### src/common/tws_consts.svh
// Purpose: constants of the two-wire serial block
// Assumes: included by bare name
// Notes:   byte offsets, bit positions, state codes, timing
`ifndef TWS_CONSTS_SVH
`define TWS_CONSTS_SVH
`define TWS_CLK_MHZ     200
`define TWS_LOW_TO_US   25000
`define TWS_FREE_US     50
`define TWS_HALF_NS     5000
`define TWS_OFF_CTL     4'h0
`define TWS_OFF_DAT     4'h4
`define TWS_OFF_ADR     4'h8
`define TWS_OFF_STA     4'hc
`define TWS_B_ENA       6
`define TWS_B_STA       5
`define TWS_B_STO       4
`define TWS_B_SI        3
`define TWS_B_AA        2
`define TWS_GC_ADDR     7'h00
`define TWS_RST_BYTE    8'h00
`define TWS_C_BUSERR    8'h00
`define TWS_C_START     8'h08
`define TWS_C_RSTART    8'h10
`define TWS_C_MT_AACK   8'h18
`define TWS_C_MT_ANAK   8'h20
`define TWS_C_MT_DACK   8'h28
`define TWS_C_MT_DNAK   8'h30
`define TWS_C_ARB       8'h38
`define TWS_C_MR_AACK   8'h40
`define TWS_C_MR_ANAK   8'h48
`define TWS_C_MR_DACK   8'h50
`define TWS_C_MR_DNAK   8'h58
`define TWS_C_SR_ADR    8'h60
`define TWS_C_SR_ARB    8'h68
`define TWS_C_SR_GC     8'h70
`define TWS_C_SR_DACK   8'h80
`define TWS_C_SR_DNAK   8'h88
`define TWS_C_SR_STOP   8'ha0
`define TWS_C_ST_ADR    8'ha8
`define TWS_C_ST_ARB    8'hb0
`define TWS_C_ST_DACK   8'hb8
`define TWS_C_ST_DNAK   8'hc0
`define TWS_C_IDLE      8'hf8
`endif

### src/common/tws_pkg.sv
// Purpose: types of the two-wire serial block
// Assumes: nothing
// Notes:   used by scoped name only
package tws_pkg;
  typedef enum logic [1:0] {MODE_MT, MODE_MR, MODE_ST, MODE_SR} tws_mode_e;
  typedef enum logic [2:0] {ST_IDLE, ST_START, ST_XFER, ST_HOLD, ST_STOP} tws_state_e;
endpackage : tws_pkg

### src/rtl/tws_top.sv
// Purpose: byte-oriented two-wire serial master/slave with Avalon-MM registers
// Assumes: open-drain pads outside; lines synchronised to i_clk here
// Notes:   one register access takes two cycles
// Function
// software moves whole bytes; hardware shifts bits alone
// master, slave, clock generation and sync, arbitration, start/stop
// first byte: address in bits 7-1, direction in bit 0
// direction one reads, zero writes
// receiver pulls data low on ninth clock to acknowledge
// only masters start; they finish with stop
// master starts only on a free bus
// losing arbitration drops to slave receiver without glitch
// master waits for clock really high before counting high phase
// clock low beyond 25 ms resets communication
// lines high over 50 us frees the bus
// master transmitter: start, address write, bytes with ack, stop
// master receiver: address read, bytes, ack per ack flag, stop
// slave acknowledges own seven bit address
// slave acknowledges general call when enable bit set
// slave transmitter sends on master clock until stop
// slave receiver acks per ack flag until stop
// exactly one of four modes, readable with state code
// lines only pulled low or released
// state entry sets event flag; flag holds clock low
// start flag makes master; waits busy bus; repeated start
// stop flag sends stop, then start if asked; cleared on stop
// cleared ack flag answers nack and ignores addresses
// start and stop detected from sampled lines
// master keeps data stable while clock high
`timescale 1ns/10ps
`include "tws_consts.svh"
module tws_top #(
  parameter int HALF_CYC   = `TWS_HALF_NS * `TWS_CLK_MHZ / 1000,
  parameter int FREE_CYC   = `TWS_FREE_US * `TWS_CLK_MHZ,
  parameter int LOW_TO_CYC = `TWS_LOW_TO_US * `TWS_CLK_MHZ
) (
  input  wire logic        i_clk,
  input  wire logic        i_rst_n,
  input  wire logic [3:0]  i_avs_address,
  input  wire logic        i_avs_read,
  input  wire logic        i_avs_write,
  input  wire logic [31:0] i_avs_writedata,
  input  wire logic [3:0]  i_avs_byteenable,
  output logic      [31:0] o_avs_readdata,
  output logic             o_avs_waitrequest,
  input  wire logic        i_scl,
  input  wire logic        i_sda,
  output logic             o_scl_o,
  output logic             o_scl_oe,
  output logic             o_sda_o,
  output logic             o_sda_oe
);
  logic                 scl_m, scl_s, scl_d, sda_m, sda_s, sda_d;
  logic                 enable, start_req, stop_req, si, ack_assert, busy;
  logic [7:0]           data_reg, own_addr, code, shreg;
  tws_pkg::tws_mode_e   mode;
  tws_pkg::tws_state_e  state;
  logic [1:0]           phase;
  logic [15:0]          hcnt;
  logic [23:0]          low_cnt, free_cnt;
  logic [3:0]           bitcnt;
  logic                 scl_low_drv, sda_gen_low, sda_drv, addr_phase, addressed, lost, rep;
  logic                 ack_drive, ack_rx, rise_seen, si_q, set_si, sto_done, gc_hit;
  logic                 start_det, stop_det, ev_rise, ev_fall, hdone, resume, master, active, tx_now;
  logic                 wr_en, ctl_wr, match, to_hit, free_hit, next_scl_oe, next_sda_oe;

  // two-stage synchronisers; the second stage and its one-cycle delayed copy are looked at
  always_ff @(posedge i_clk or negedge i_rst_n) begin
    if (!i_rst_n) begin
      {scl_m, scl_s, scl_d} <= 3'h7;
      {sda_m, sda_s, sda_d} <= 3'h7;
    end else begin
      {scl_m, scl_s, scl_d} <= {i_scl, scl_m, scl_s};
      {sda_m, sda_s, sda_d} <= {i_sda, sda_m, sda_s};
    end
  end

  // bus condition detect
  assign start_det = scl_s & scl_d & sda_d & ~sda_s;
  assign stop_det  = scl_s & scl_d & ~sda_d & sda_s;
  assign ev_rise   = scl_s & ~scl_d;
  assign ev_fall   = ~scl_s & scl_d;
  assign hdone     = (hcnt == 16'(HALF_CYC - 1));
  assign resume    = si_q & ~si;
  assign master    = (state != tws_pkg::ST_IDLE);
  assign active    = (state == tws_pkg::ST_XFER) | (~master & (addr_phase | addressed));
  assign tx_now    = master ? (addr_phase | (mode == tws_pkg::MODE_MT)) : (addressed & (mode == tws_pkg::MODE_ST));
  assign wr_en     = i_avs_write & ~o_avs_waitrequest & i_avs_byteenable[0];
  assign ctl_wr    = wr_en & (i_avs_address == `TWS_OFF_CTL);
  assign to_hit    = (low_cnt == 24'(LOW_TO_CYC - 1));
  assign free_hit  = (free_cnt == 24'(FREE_CYC - 1));
  // address match, gated by the ack flag
  assign gc_hit    = (shreg[7:1] == `TWS_GC_ADDR) & own_addr[0];
  assign match     = ((shreg[7:1] == own_addr[7:1]) | gc_hit) & ack_assert;

  // bus slave: waitrequest drops one cycle after a request, then rises again
  always_ff @(posedge i_clk or negedge i_rst_n) begin
    if (!i_rst_n) begin
      o_avs_waitrequest <= 1'b1;
      o_avs_readdata    <= 32'h0;
    end else begin
      o_avs_waitrequest <= ~(o_avs_waitrequest & (i_avs_read | i_avs_write));
      if (o_avs_waitrequest & i_avs_read) begin
        case (i_avs_address)
          `TWS_OFF_CTL: o_avs_readdata <= {24'h0, busy, enable, start_req, stop_req, si, ack_assert, 2'h0};
          `TWS_OFF_DAT: o_avs_readdata <= {24'h0, data_reg};
          `TWS_OFF_ADR: o_avs_readdata <= {24'h0, own_addr};
          // mode and state code readback
          `TWS_OFF_STA: o_avs_readdata <= {22'h0, 2'(mode), code};
          default:      o_avs_readdata <= 32'h0;
        endcase
      end
    end
  end

  // control flags; a hardware set wins over a software clear
  always_ff @(posedge i_clk or negedge i_rst_n) begin
    if (!i_rst_n) begin
      {enable, start_req, stop_req, si, ack_assert} <= 5'h0;
      own_addr <= `TWS_RST_BYTE;
      si_q     <= 1'b0;
    end else begin
      si_q <= si;
      if (ctl_wr) begin
        enable     <= i_avs_writedata[`TWS_B_ENA];
        start_req  <= i_avs_writedata[`TWS_B_STA];
        ack_assert <= i_avs_writedata[`TWS_B_AA];
      end
      // event flag set by hardware, cleared by software
      if (set_si) si <= 1'b1;
      else if (ctl_wr) si <= i_avs_writedata[`TWS_B_SI];
      // stop flag cleared by a stop on the bus
      if (ctl_wr) stop_req <= i_avs_writedata[`TWS_B_STO];
      else if (stop_det | sto_done) stop_req <= 1'b0;
      if (wr_en & (i_avs_address == `TWS_OFF_ADR)) own_addr <= i_avs_writedata[7:0];
    end
  end

  // busy tracking with bus-free timeout
  always_ff @(posedge i_clk or negedge i_rst_n) begin
    if (!i_rst_n) begin
      busy     <= 1'b0;
      free_cnt <= 24'h0;
    end else begin
      if (start_det) busy <= 1'b1;
      else if (stop_det | free_hit | to_hit) busy <= 1'b0;
      if (~(scl_s & sda_s)) free_cnt <= 24'h0;
      else if (!free_hit) free_cnt <= free_cnt + 24'h1;
    end
  end

  // clock-low timeout counter, only while the bus is in use
  always_ff @(posedge i_clk or negedge i_rst_n) begin
    if (!i_rst_n) low_cnt <= 24'h0;
    else if (scl_s | ~busy) low_cnt <= 24'h0;
    else if (!to_hit) low_cnt <= low_cnt + 24'h1;
  end

  // protocol engine: master sequencer first, bit events override it
  always_ff @(posedge i_clk or negedge i_rst_n) begin
    if (!i_rst_n) begin
      state <= tws_pkg::ST_IDLE;
      mode  <= tws_pkg::MODE_SR;
      code  <= `TWS_C_IDLE;
      {phase, hcnt, bitcnt} <= 22'h0;
      shreg    <= `TWS_RST_BYTE;
      data_reg <= `TWS_RST_BYTE;
      {scl_low_drv, sda_gen_low, sda_drv, addr_phase, addressed, lost, rep} <= 7'h0;
      {ack_drive, ack_rx, rise_seen, set_si, sto_done} <= 5'h0;
    end else begin
      set_si   <= 1'b0;
      sto_done <= 1'b0;
      if (wr_en & (i_avs_address == `TWS_OFF_DAT)) data_reg <= i_avs_writedata[7:0];
      case (state)
        // start only when the bus is free
        tws_pkg::ST_IDLE: begin
          if (start_req & enable & ~busy & ~addressed & ~addr_phase & ~si) begin
            state <= tws_pkg::ST_START;
            phase <= 2'h0;
            hcnt  <= 16'h0;
            rep   <= 1'b0;
          end
        end
        // start or repeated start sequence
        tws_pkg::ST_START: begin
          hcnt <= hdone ? 16'h0 : hcnt + 16'h1;
          case (phase)
            2'h0: if (hdone) begin
              scl_low_drv <= 1'b0;
              phase       <= 2'h1;
            end
            2'h1: if (!scl_s) hcnt <= 16'h0;
            else if (hdone) begin
              sda_gen_low <= 1'b1;
              phase       <= 2'h2;
            end
            default: if (hdone) begin
              scl_low_drv <= 1'b1;
              sda_drv     <= 1'b1;
              sda_gen_low <= 1'b0;
              mode        <= tws_pkg::MODE_MT;
              code        <= rep ? `TWS_C_RSTART : `TWS_C_START;
              set_si      <= 1'b1;
              state       <= tws_pkg::ST_HOLD;
            end
          endcase
        end
        // clock held low until software clears the flag
        tws_pkg::ST_HOLD: begin
          hcnt <= 16'h0;
          phase <= 2'h0;
          if (resume) begin
            if (stop_req) begin
              state       <= tws_pkg::ST_STOP;
              sda_gen_low <= 1'b1;
              sda_drv     <= 1'b0;
            end else if (start_req) begin
              state       <= tws_pkg::ST_START;
              sda_gen_low <= 1'b0;
              sda_drv     <= 1'b0;
              rep         <= 1'b1;
            end else begin
              // load the byte software left behind
              state <= tws_pkg::ST_XFER;
              if (tx_now) shreg <= data_reg;
              sda_drv <= tx_now & ~data_reg[7];
            end
          end
        end
        // clock generation
        tws_pkg::ST_XFER: begin
          if (scl_low_drv) begin
            hcnt <= hdone ? 16'h0 : hcnt + 16'h1;
            if (hdone) scl_low_drv <= 1'b0;
          end else if (!scl_s) begin
            // stretched clock: high phase counts only once high
            hcnt <= 16'h0;
          end else begin
            hcnt <= hdone ? 16'h0 : hcnt + 16'h1;
            if (hdone) scl_low_drv <= 1'b1;
          end
        end
        // stop sequence releases the bus
        tws_pkg::ST_STOP: begin
          hcnt <= hdone ? 16'h0 : hcnt + 16'h1;
          case (phase)
            2'h0: if (hdone) begin
              scl_low_drv <= 1'b0;
              phase       <= 2'h1;
            end
            2'h1: if (!scl_s) hcnt <= 16'h0;
            else if (hdone) begin
              sda_gen_low <= 1'b0;
              phase       <= 2'h2;
            end
            default: if (hdone) state <= tws_pkg::ST_IDLE;
          endcase
        end
        default: state <= tws_pkg::ST_IDLE;
      endcase
      // slave transmitter loads the next byte on release
      if (resume & ~master & addressed & (mode == tws_pkg::MODE_ST)) begin
        shreg   <= data_reg;
        sda_drv <= ~data_reg[7];
      end
      // stop flag as slave behaves like a received stop
      if (stop_req & ~master) begin
        addressed  <= 1'b0;
        addr_phase <= 1'b0;
        sda_drv    <= 1'b0;
        mode       <= tws_pkg::MODE_SR;
        sto_done   <= 1'b1;
      end
      // sample data on the rising clock
      if (active & ev_rise) begin
        rise_seen <= 1'b1;
        if (bitcnt < 4'h8) shreg <= {shreg[6:0], sda_s};
        else ack_rx <= ~sda_s;
        // released a one but saw a zero: back off quietly
        if ((state == tws_pkg::ST_XFER) & tx_now & (bitcnt < 4'h8) & shreg[7] & ~sda_s) begin
          state       <= tws_pkg::ST_IDLE;
          scl_low_drv <= 1'b0;
          sda_drv     <= 1'b0;
          mode        <= tws_pkg::MODE_SR;
          lost        <= 1'b1;
          if (!addr_phase) begin
            code   <= `TWS_C_ARB;
            set_si <= 1'b1;
          end
        end
      end
      // data changes only after the clock falls
      if (active & ev_fall & rise_seen) begin
        rise_seen <= 1'b0;
        if (bitcnt == 4'h7) begin
          bitcnt <= 4'h8;
          if (master) begin
            // master receiver ack per flag
            ack_drive <= ~tx_now & ack_assert;
            sda_drv   <= ~tx_now & ack_assert;
          end else if (addr_phase) begin
            if (match) begin
              // take the direction from bit 0
              ack_drive <= 1'b1;
              sda_drv   <= 1'b1;
              addressed <= 1'b1;
              mode      <= shreg[0] ? tws_pkg::MODE_ST : tws_pkg::MODE_SR;
            end else begin
              addr_phase <= 1'b0;
              bitcnt     <= 4'h0;
              sda_drv    <= 1'b0;
              lost       <= 1'b0;
              if (lost) begin
                code   <= `TWS_C_ARB;
                set_si <= 1'b1;
              end
            end
          end else begin
            // slave receiver ack per flag
            ack_drive <= (mode == tws_pkg::MODE_SR) & ack_assert;
            sda_drv   <= (mode == tws_pkg::MODE_SR) & ack_assert;
          end
        end else if (bitcnt == 4'h8) begin
          // byte done: new state code and event flag
          bitcnt     <= 4'h0;
          ack_drive  <= 1'b0;
          sda_drv    <= 1'b0;
          addr_phase <= 1'b0;
          lost       <= 1'b0;
          set_si     <= 1'b1;
          if (!tx_now) data_reg <= shreg;
          if (master) begin
            state <= tws_pkg::ST_HOLD;
            if (addr_phase) begin
              mode <= shreg[0] ? tws_pkg::MODE_MR : tws_pkg::MODE_MT;
              if (shreg[0]) code <= ack_rx ? `TWS_C_MR_AACK : `TWS_C_MR_ANAK;
              else code <= ack_rx ? `TWS_C_MT_AACK : `TWS_C_MT_ANAK;
            end else if (mode == tws_pkg::MODE_MT) code <= ack_rx ? `TWS_C_MT_DACK : `TWS_C_MT_DNAK;
            else code <= ack_drive ? `TWS_C_MR_DACK : `TWS_C_MR_DNAK;
          end else if (addr_phase) begin
            if (gc_hit & ~shreg[0]) code <= `TWS_C_SR_GC;
            else if (shreg[0]) code <= lost ? `TWS_C_ST_ARB : `TWS_C_ST_ADR;
            else code <= lost ? `TWS_C_SR_ARB : `TWS_C_SR_ADR;
          end else if (mode == tws_pkg::MODE_ST) begin
            // a nack from the master ends the slave send
            code <= ack_rx ? `TWS_C_ST_DACK : `TWS_C_ST_DNAK;
            if (!ack_rx) addressed <= 1'b0;
          end else code <= ack_drive ? `TWS_C_SR_DACK : `TWS_C_SR_DNAK;
        end else begin
          bitcnt  <= bitcnt + 4'h1;
          sda_drv <= tx_now & ~shreg[7];
        end
      end
      // start on the bus opens an address byte
      if (start_det) begin
        bitcnt     <= 4'h0;
        addr_phase <= 1'b1;
        rise_seen  <= 1'b0;
        addressed  <= 1'b0;
        ack_drive  <= 1'b0;
      end
      // a stop ends slave mode
      if (stop_det) begin
        addressed  <= 1'b0;
        addr_phase <= 1'b0;
        bitcnt     <= 4'h0;
        if (!master) mode <= tws_pkg::MODE_SR;
        if (addressed & ~master) begin
          code   <= `TWS_C_SR_STOP;
          set_si <= 1'b1;
        end
      end
      // timeout or disable drops everything and frees the lines
      if (!enable | to_hit) begin
        state <= tws_pkg::ST_IDLE;
        mode  <= tws_pkg::MODE_SR;
        bitcnt <= 4'h0;
        {scl_low_drv, sda_gen_low, sda_drv, addr_phase, addressed, ack_drive} <= 6'h0;
        if (to_hit & enable) begin
          code   <= `TWS_C_BUSERR;
          set_si <= 1'b1;
        end
      end
    end
  end

  // open-drain drive; slave stretches only when clock low
  assign next_scl_oe = scl_low_drv | (si & addressed & ~master & (o_scl_oe | ~scl_s));
  assign next_sda_oe = ((state == tws_pkg::ST_START) | (state == tws_pkg::ST_STOP)) ? sda_gen_low : sda_drv;

  // pads: level output is always low, only the enable moves
  always_ff @(posedge i_clk or negedge i_rst_n) begin
    if (!i_rst_n) begin
      {o_scl_o, o_scl_oe, o_sda_o, o_sda_oe} <= 4'h0;
    end else begin
      {o_scl_o, o_sda_o} <= 2'h0;
      o_scl_oe <= next_scl_oe;
      o_sda_oe <= next_sda_oe;
    end
  end
endmodule : tws_top
### config.mk
export PLATFORM = sky130hd
export DESIGN_NAME = tws_top
export DESIGN_NICKNAME = d
export VERILOG_FILES = /design/src/common/tws_pkg.sv /design/src/rtl/tws_top.sv
export VERILOG_INCLUDE_DIRS = /design/src /design/src/common
export SDC_FILE = /design/constraint.sdc
export NUM_CORES = 1
export LEC_CHECK = 0
export BUFFER_PORTS_ARGS = -buffer_cell sky130_fd_sc_hd__buf_4
export CAP_MARGIN = 15
export CELL_PAD_IN_SITES_DETAIL_PLACEMENT = 0
export CELL_PAD_IN_SITES_GLOBAL_PLACEMENT = 1
export CORE_AREA = 4 4 108 162
export CTS_CLUSTER_DIAMETER = 200
export CTS_CLUSTER_SIZE = 40
export DETAILED_ROUTE_END_ITERATION = 8
export DIE_AREA = 0 0 112 166
export PLACE_DENSITY_LB_ADDON = 0.1
export SETUP_SLACK_MARGIN = 0.02
export SLEW_MARGIN = 20
export SYNTH_ARGS = -nofsm -noshare
export SYNTH_HDL_FRONTEND = slang
export SYNTH_SLANG_ARGS = --single-unit
### constraint.sdc
create_clock -name i_clk -period 3.7 [get_ports i_clk]
set_input_delay 0.74 -clock i_clk [delete_from_list [all_inputs] [get_ports i_clk]]
set_output_delay 0.74 -clock i_clk [all_outputs]
set_load 0.02 [all_outputs]
# Word level (Yosys, flattened, before mapping)
# Cells that the tools add are included.
classes:
  eq_ne: 34
  order_cmp: 1
  div_mod_pow: 0
  muxes: 221
  shift: 0
  add_sub_neg: 4
  n_reduce_logical: 26
  bitwise: 75
  mul: 0
op_table:
  columns: ["cell", "count"]
  rows:
  - ["$mux 8", 35]
  - ["$mux 1", 109]
  - ["$mux 24", 4]
  - ["$mux 16", 5]
  - ["$pmux 16 s4", 1]
  - ["$mux 4", 13]
  - ["$add 24x1->24 const B", 2]
  - ["$and 1x1->1", 46]
  - ["$mux 2", 22]
  - ["$mux 3", 14]
  - ["$pmux 10 s4", 1]
  - ["$mux 7", 4]
  - ["$eq 24x14->1 const B", 1]
  - ["$eq 24x23->1 const B", 1]
  - ["$ne 3x3->1 const B", 6]
  - ["$add 16x1->16 const B", 1]
  - ["$eq 16x10->1 const B", 1]
  - ["$not 1->1", 16]
  - ["$reduce_bool 4->1", 4]
  - ["$mux 5", 3]
  - ["$pmux 3 s5", 1]
  - ["$or 1x1->1", 13]
  - ["$eq 4x4->1 const B", 3]
  - ["$ne 4x4->1 const B", 3]
  - ["32 further kinds", 52]
word_totals:
  mem_bits_rw: 0
  memories: 0
  rom_bits: 0
  wordCells: 401
  register_bits: 167
  latch_bits: 0
  out_inout_bits: 37
  inputBits: 46

# Depth between registers and ports, before layout
# Gate-level depths: netlist (run 1).
logic_depth:
  word_depth: 19
  mapped_depth: 8
  depth_no_buf: 8

# Least setup slack after synthesis (run 1)
# Ideal clock, no wire load.
synth_path:
  path_type: "input to register"
  from: "input i_avs_address[1]"
  to: "register ack_assert"
  setup_slack_ns: 1.417
  n_path_buf: 0
  arrival_time_ns: 2.158
  setup_ns: 0.125
  stages: 3
  cell_sequence: "or4_1 nor3_1 mux2_2"
synth_via:
  elab_chain_cells: 2
synth_rtl:
  columns: ["item", "line_no", "text"]
  rows:
  - ["start: declaration", "tws_top.sv:39", "input wire logic [3:0] i_avs_address,"]
  - ["$logic_not 4->1", null, null]
  - ["$and 1x1->1", "tws_top.sv:89", "assign ctl_wr = wr_en & (i_avs_address == `TWS_OFF_CTL);"]
  - ["end signal: assignment", "tws_top.sv:127", "ack_assert <= i_avs_writedata[`TWS_B_AA];"]
  - ["end: declaration", "tws_top.sv:54", "logic enable, start_req, stop_req, si, ack_assert, busy;"]
# No other way between the ends.
# A chain may end at the register's enable or synchronous reset.

# Worst setup path after layout (run 1)
layout_path:
  from: "register hcnt[10]"
  to: "register mode[0]"
layout_via:
  elab_chain_cells: 15
  word_cells_on_any_way: 18
  cone_classes: "1 x eq/ne; 17 x mux"
layout_rtl:
  columns: ["item", "line_no", "text"]
  rows:
  - ["start: declaration", "tws_top.sv:59", "logic [15:0] hcnt;"]
  - ["start signal: assignment", "tws_top.sv:186", "hcnt <= hdone ? 16'h0 : hcnt + 16'h1;"]
  - ["start signal: assignment", "tws_top.sv:233", "hcnt <= hdone ? 16'h0 : hcnt + 16'h1;"]
  - ["start signal: assignment", "tws_top.sv:239", "hcnt <= hdone ? 16'h0 : hcnt + 16'h1;"]
  - ["$eq 16x10->1 *", "tws_top.sv:83", "assign hdone = (hcnt == 16'(HALF_CYC - 1));"]
  - ["$mux 2 *", "tws_top.sv:197", "default: if (hdone) begin"]
  - ["$mux 2 *", "tws_top.sv:187", "case (phase)"]
  - ["$mux 2 *", "tws_top.sv:174", "case (state)"]
  - ["$mux 2 *", "tws_top.sv:267", "if (stop_req & ~master) begin"]
  - ["$mux 2", "tws_top.sv:280", "if ((state == tws_pkg::ST_XFER) & tx_now & (bitcnt < 4'h8) & shreg[7] & ~sda_s) begin"]
  - ["$mux 2 *", "tws_top.sv:275", "if (active & ev_rise) begin"]
  - ["$mux 2, on equally long branches", "tws_top.sv:334, tws_top.sv:302", null]
  - ["$mux 2, on equally long branches", "tws_top.sv:332, tws_top.sv:301", null]
  - ["$mux 2, on equally long branches", "tws_top.sv:323, tws_top.sv:297", null]
  - ["$mux 2", "tws_top.sv:295", "if (bitcnt == 4'h7) begin"]
  - ["$mux 2 *", "tws_top.sv:293", "if (active & ev_fall & rise_seen) begin"]
  - ["$mux 2", "tws_top.sv:367", "if (!master) mode <= tws_pkg::MODE_SR;"]
  - ["$mux 2 *", "tws_top.sv:363", "if (stop_det) begin"]
  - ["$mux 2 *", "tws_top.sv:374", "if (!enable | to_hit) begin"]
  - ["end signal: assignment", "tws_top.sv:307", "mode <= shreg[0] ? tws_pkg::MODE_ST : tws_pkg::MODE_SR;"]
  - ["end signal: assignment", "tws_top.sv:367", null]
  - ["end signal: assignment", "tws_top.sv:376", "mode <= tws_pkg::MODE_SR;"]
  - ["end: declaration", "tws_top.sv:56", "tws_pkg::tws_mode_e mode;"]
# Mark *: on every way between the ends. The rest lies on a longest branch, timed or not.

==> results of run 1 <==
-- Yosys cell counts (5+ instances only) --
master    count  share of area
dfrtp_1     131           0.41
mux2_2       16          0.023
and3_1       16          0.013
xor2_1       29          0.032
nand3_1      31          0.020
mux2i_1      22          0.028
buf_4        24          0.023
nor4b_1       5         0.0055
a22o_1       16          0.018
nor2b_1      11         0.0087
xnor2_1      25          0.028
nand4_1      14          0.011
or3_1         8         0.0063
nand2_1      62          0.029
dfstp_2      14          0.046
nor2_1      116          0.055
nand2b_1      8         0.0063
nor4_1        9         0.0071
mux4_2        6          0.017
and2_1        7         0.0055
nor3_1       25          0.016
nor3b_1       6         0.0057
nand3b_1      5         0.0047
ha_1          7          0.011
a21oi_1      50          0.032
and4_1        5         0.0055
a31oi_1       8         0.0063
inv_1        15         0.0071
o21ai_0      32          0.020
a211oi_1      5         0.0047
clkbuf_1     27          0.013
-- power by group through the flow --
stage | logic, uW | clock network [uW] | registers (uW)
5_1_grt | 337 | 1750 | 1740
4_1_cts | 308 | 1670 | 1730
2_1_floorplan | 210 | 0 | 1730
3_5_place_dp | 307 | 0 | 1750
6_report | 305 | 1630 | 1730
3_3_place_gp | 302 | 0 | 1750
-- per-layer routing --
layer | vias to the layer above | share of wire | GRT usage
met5 | - | 0 | 0
met1 | 3085 | 0.40 | 0.248
met4 | 0 | 0.039 | 0.105
met2 | 162 | 0.52 | 0.372
met3 | 44 | 0.033 | 0.0408
li1 | 2972 | - | -
-- cells by family (layout without fill, tap and decap cells) --
kind of cell               count (synthesis)  after routing  synth area share
buffers and inverters                     72             89            0.0469
other                                      1             24          0.000473
adders and majority gates                  8              8            0.0123
and+or+nand+nor                          352            352             0.228
AOI/OAI and AO/OA                        153            153             0.125
muxes                                     44             44            0.0676
DFF                                      145            145             0.460
xor gates and xnor gates                  54             54            0.0597
-- worst max-delay path, stage by stage, from the launching register on --
cell	delay [ns]
dfrtp_1	0.43
or4_4	0.56
nor4_4	0.51
nand4_2	0.47
a211o_1	0.45
a211oi_1	0.24
o21ai_1	0.10
-- through the flow --
stage                util  area, um2  total power [uW]  cells
detailed placement  0.516       8280              2060   1043
global route        0.551       8850              3820   1075
floorplan               -       8010              1940    852
finish              0.551       8850              3660   1075
CTS                 0.551       8840              3710   1075
global placement    0.516       8280              2050   1043
-- cell type report --
cell class | instances | area [um2] | share of cell area
repair buffers | 42 | 332 | 0.0375
inverters | 15 | 56.3 | 0.00636
clock inverters | 10 | 86.3 | 0.00976
multi-input cells | 635 | 4000 | 0.452
flip-flops and latches | 145 | 3650 | 0.412
well taps | 206 | 258 | 0.0291
clock buffers | 22 | 474 | 0.0536
-- final timing paths --
| kind | startpoint | to | slack [ns] | cells past startpoint |
|---|---|---|---|---|
| max in group asynchronous | i_rst_n | mode[1]$_DFF_PN1_ | 2.50 | 2 |
| hold reg to reg | sda_m$_DFF_PN1_ | sda_s$_DFF_PN1_ | 0.36 | 0 |
| setup reg to reg | hcnt[10]$_DFFE_PN0P_ | mode[0]$_DFF_PN1_ | 0.85 | 6 |
| setup / recovery | hcnt[10]$_DFFE_PN0P_ | mode[0]$_DFF_PN1_ | 0.85 | 6 |
| hold / removal | i_rst_n | o_avs_readdata[4]$_DFFE_PN0P_ | 0.34 | 1 |
| min in group i_clk | sda_m$_DFF_PN1_ | sda_s$_DFF_PN1_ | 0.36 | 0 |
-- cell usage in the layout (no fill, tap or decap), types with 16 or more instances in the layout --
cell / n
dfrtp_1: 131
nor2_1: 116
nand2_1: 62
a21oi_1: 50
buf_4: 40
o21ai_0: 32
nand3_1: 31
xor2_1: 29
xnor2_1: 25
nor3_1: 24
conb_1: 24
mux2i_1: 22
clkbuf_16: 17
and3_1: 16
a22o_1: 16
mux2_2: 16
==> impl_metrics.tcl, run 1 <==
set metrics [dict create \
    synthFlopType "dfrtp_1" \
    die_w_um 112 \
    ir_worst_vdd_v 0.000223 \
    timing.setup.tns_ns 0 \
    cts_made_buffers 17 \
    cp_max_fo 12 \
    ant_nets 0 \
    power_density_nw_per_um2 414 \
    core_um2 16000 \
    root_buffer "clkbuf_16" \
    endpoint_kind "register" \
    cts.sinks 145 \
    post_drt_wl_per_cell_um 17.9 \
    diodes 0 \
    layout-drive-gt1-share 0.142 \
    finalHoldViolations 0 \
    place.gp.congestion 0.858 \
    route.detailed.drc 0 \
    io_pins 83 \
    min_period_ns 2.85 \
    worst_slew_pin_slew_ns 0.850 \
    postSynth.asyncResetShare 1.00 \
    dieHeight_um 166 \
    cts_max_level 4 \
    routed_wl_mm 19.3 \
    area_growth_pct 11.7 \
    fillCellCount 1465 \
    fin_nets 909 \
    ctsResizeCount 0 \
    period_share 0.770 \
    clockPowerShare 0.446 \
    io_buffers 31 \
    yosys.cell_types.count 75 \
    antenna_found_initial 0 \
    seq_area_frac_synth 0.460 \
    rsz0062_at_grt "no" \
    ys_warn_count 0 \
    grt_overflow 0 \
    power_switching_uw 919 \
    hold_buffers 0 \
    intPower_uw 2750 \
    grt_max_degree 76 \
    timing.final.ws_setup_ns 0.851 \
    status "finished clean" \
    reg_top3 "free_cnt x24, low_cnt x24, hcnt x16" \
    grtUsageTotal 0.213 \
    grt_pass1_vias 6430 \
    synth_seq_cells 145 \
    place_ws_ns 0.887 \
    synth.cell_area_um2 7920 \
    hold_class "input pin to async pin" \
    crit_type "register to register" \
    rows 57 \
    swShare 0.251 \
    synth-edff-count 0 \
    grt_pass1_wl_mm 32.3 \
    maxSlewViolCount 0 \
    viasPerCell 5.83 \
    whs_ns 0.335 \
    cts_tree "done" \
    place_hpwl_mm 14.0 \
    startpoint_type "register" \
    combinationalPowerShare 0.083 \
    crit_required_ns 4.04 \
    skew_ns 0.0252 \
    setup_violations 0 \
    fmax_mhz 351 \
    clk_pin_slew_ns 0.06 \
    start_util 0.494 \
    syn_inst 829 \
    worstPathArrival_ns 3.19 \
    slew_headroom 0.432 \
    via_count 6263 \
    insertion_delay_ns 0.44 \
    drtIter0Drc 372 \
    first_pass_iters 7 \
    dieArea_um2 18600 \
    leakage_uw 0.00381 \
    post_cts_buffers 0 \
    cts_buffer_depth 2 \
    seqPwrFrac 0.471 \
    syn_area_per_cell_um2 9.56 \
    maxCapViolations 0 \
]
No activity file was read; power rests on OpenSTA's default activity.
==> inputs of run 2 (changes only) <==
- CORE_AREA: 4 4 108 162 -> 4 4 118 176
- DIE_AREA: 0 0 112 166 -> 0 0 122 180
- clock period: 3.7 -> 2.3 ns (I/O delays scaled with it)
==> impl_metrics.tcl, run 2 (synthesis results as in run 1) <==
set metrics [dict create \
    status "finished clean" \
    grt_max_degree 51 \
    cts.sinks 145 \
    hold_class "input pin to register" \
    drtIter0Drc 308 \
    final_common_cell "dfrtp_1" \
    critical-path-max-stage-delay_ns 0.56 \
    swShare 0.247 \
    rows 62 \
    crit_buf_inv 2 \
    cts_made_buffers 17 \
    leakage_uw 0.00422 \
    place.gp.congestion 0.846 \
    finalHoldViolations 0 \
    start_util 0.413 \
    die_w_um 122 \
    via_count 6503 \
    rsz0062_at_grt "no" \
    cts_buffer_depth 2 \
    cpMaxStageDelayCell "or4_4" \
    min_path_cells 1 \
    antenna_found_initial 0 \
    dieHeight_um 180 \
    power_density_nw_per_um2 644 \
    clk_pin_slew_ns 0.06 \
    grtUsageTotal 0.195 \
    layout-drive-gt1-share 0.226 \
    grt_pass1_vias 6694 \
    power_switching_uw 1530 \
    cts_max_level 4 \
    insertion_delay_ns 0.42 \
    crit_cells 7 \
    skew_ns 0.0105 \
    reg_top3 "free_cnt x24, low_cnt x24, hcnt x16" \
    viasPerCell 5.43 \
    combinationalPowerShare 0.093 \
    ant_nets 0 \
    route.detailed.drc 0 \
    post_drt_wl_per_cell_um 17.2 \
    min_period_ns 2.22 \
    intPower_uw 4660 \
    grt_pass1_wl_mm 34.0 \
    grt_overflow 0 \
    dieArea_um2 22000 \
    root_buffer "clkbuf_16" \
    core_um2 19200 \
    first_pass_iters 4 \
    worst_slew_pin_slew_ns 0.628 \
    endpoint_kind "register" \
    area_growth_pct 21.3 \
    dpl_cell_area_um2 8840 \
    slew_headroom 0.581 \
    seqPwrFrac 0.447 \
    ir_worst_vdd_v 0.000462 \
    maxSlewViolCount 0 \
    timing.setup.tns_ns 0 \
    crit_type "register to register" \
    mostFrequentLayoutCells "dfrtp_1 (129), nor2_1 (115), buf_4 (109)" \
    period_share 0.966 \
    worstPathArrival_ns 2.53 \
    cts_tree "done" \
    place_hpwl_mm 15.6 \
    fin_nets 982 \
    io_buffers 31 \
    io_pins 83 \
    crit_required_ns 2.61 \
    cp_cell_sequence "or4_4 -> nor4_4 -> nand4_2 -> buf_6 -> nor4bb_2 -> buf_4 -> and2_1" \
    design_area_um2 9610 \
    routed_wl_mm 20.6 \
    critical_path.top_delay_family "simple AND/OR/NAND/NOR gates" \
    reg2reg_depth 7 \
    cp_max_fo 7 \
    setup_violations 0 \
    diodes 0 \
    startpoint_type "register" \
    maxCapViolations 0 \
    fmax_mhz 450 \
    clockPowerShare 0.460 \
]
[run 2: cell types whose count changed in the layout (fill, tap and decap cells not counted), sizes merged]
cell / previous run / this run
buf: 42 / 114
bufinv: 1 / 3
clkbuf: 22 / 19
clkinv: 5 / 6
clkinvlp: 3 / 4
dlygate4sd3: 0 / 1
inv: 16 / 15
[run 2: worst reg2reg max path, stage by stage, from the launching register on]
cell and delay (ns):
dfrtp_1 0.39, or4_4 0.56, nor4_4 0.28, nand4_2 0.23
buf_6 0.21, nor4bb_2 0.17, buf_4 0.14, and2_1 0.14
[run 2: timing repair]
item	4_1_cts	5_1_grt
pin swaps	1	7
gates cloned	0	0
endpoints found under the setup margin	4	26
gates resized for setup	4	16
endpoints found under the hold margin	26	0
hold buffers	1	0
buffers inserted	2	5
[run 2: power by group through the flow]
stage | Combinational, uW | Clock [uW] | Sequential [uW]
after CTS | 577 | 2920 | 2770
after detailed placement | 568 | 0 | 2810
final | 575 | 2840 | 2770
after global placement | 558 | 0 | 2810
after global routing | 635 | 3030 | 2780
after floorplan | 339 | 0 | 2790
[run 2: through the flow]
| stage | setup slack (ns) | hold slack [ns] | total power (uW) | util | cells |
|---|---|---|---|---|---|
| finish | 0.0774 | 0.145 | 6190 | 0.501 | 1198 |
| global route | 0.0151 | 0.117 | 6450 | 0.501 | 1198 |
| CTS | 0.0184 | 0.125 | 6260 | 0.496 | 1193 |
| detailed placement | 0.00792 | 0.347 | 3380 | 0.462 | 1158 |
| global placement | -0.0206 | 0.348 | 3360 | 0.462 | 1158 |
| floorplan | 0.0597 | 0.164 | 3130 | - | 852 |
[run 2: final cells by class]
| type | instances | area [um2] |
|---|---|---|
| multi-input cells | 635 | 4070 |
| repair buffers | 115 | 902 |
| clock inverters | 13 | 161 |
| well taps | 256 | 320 |
| flip-flops and latches | 145 | 3650 |
| inverters | 15 | 56.3 |
| clock buffers | 19 | 453 |
| fillers | 1803 | 9550 |
[run 2: worst paths after layout]
path                                                  to                  from  slack (ns)
max in group asynchronous                sda_d$_DFF_PN1_               i_rst_n        1.05
min                                      scl_m$_DFF_PN1_                 i_scl        0.14
max                                    code[1]$_DFF_PN0_  hcnt[13]$_DFFE_PN0P_        0.08
min in group asynchronous  o_avs_readdata[3]$_DFFE_PN0P_               i_rst_n        0.54
min reg2reg                              sda_s$_DFF_PN1_       sda_m$_DFF_PN1_        0.36
max reg2reg                            code[1]$_DFF_PN0_  hcnt[13]$_DFFE_PN0P_        0.08
[run 2: routing by layer]
metal | vias to the layer above | share of wire | track usage
li1 | 3115 | - | -
met1 | 3241 | 0.40 | 0.219
met2 | 99 | 0.54 | 0.353
met3 | 48 | 0.026 | 0.0336
met4 | 0 | 0.041 | 0.0924
met5 | - | 0 | 0
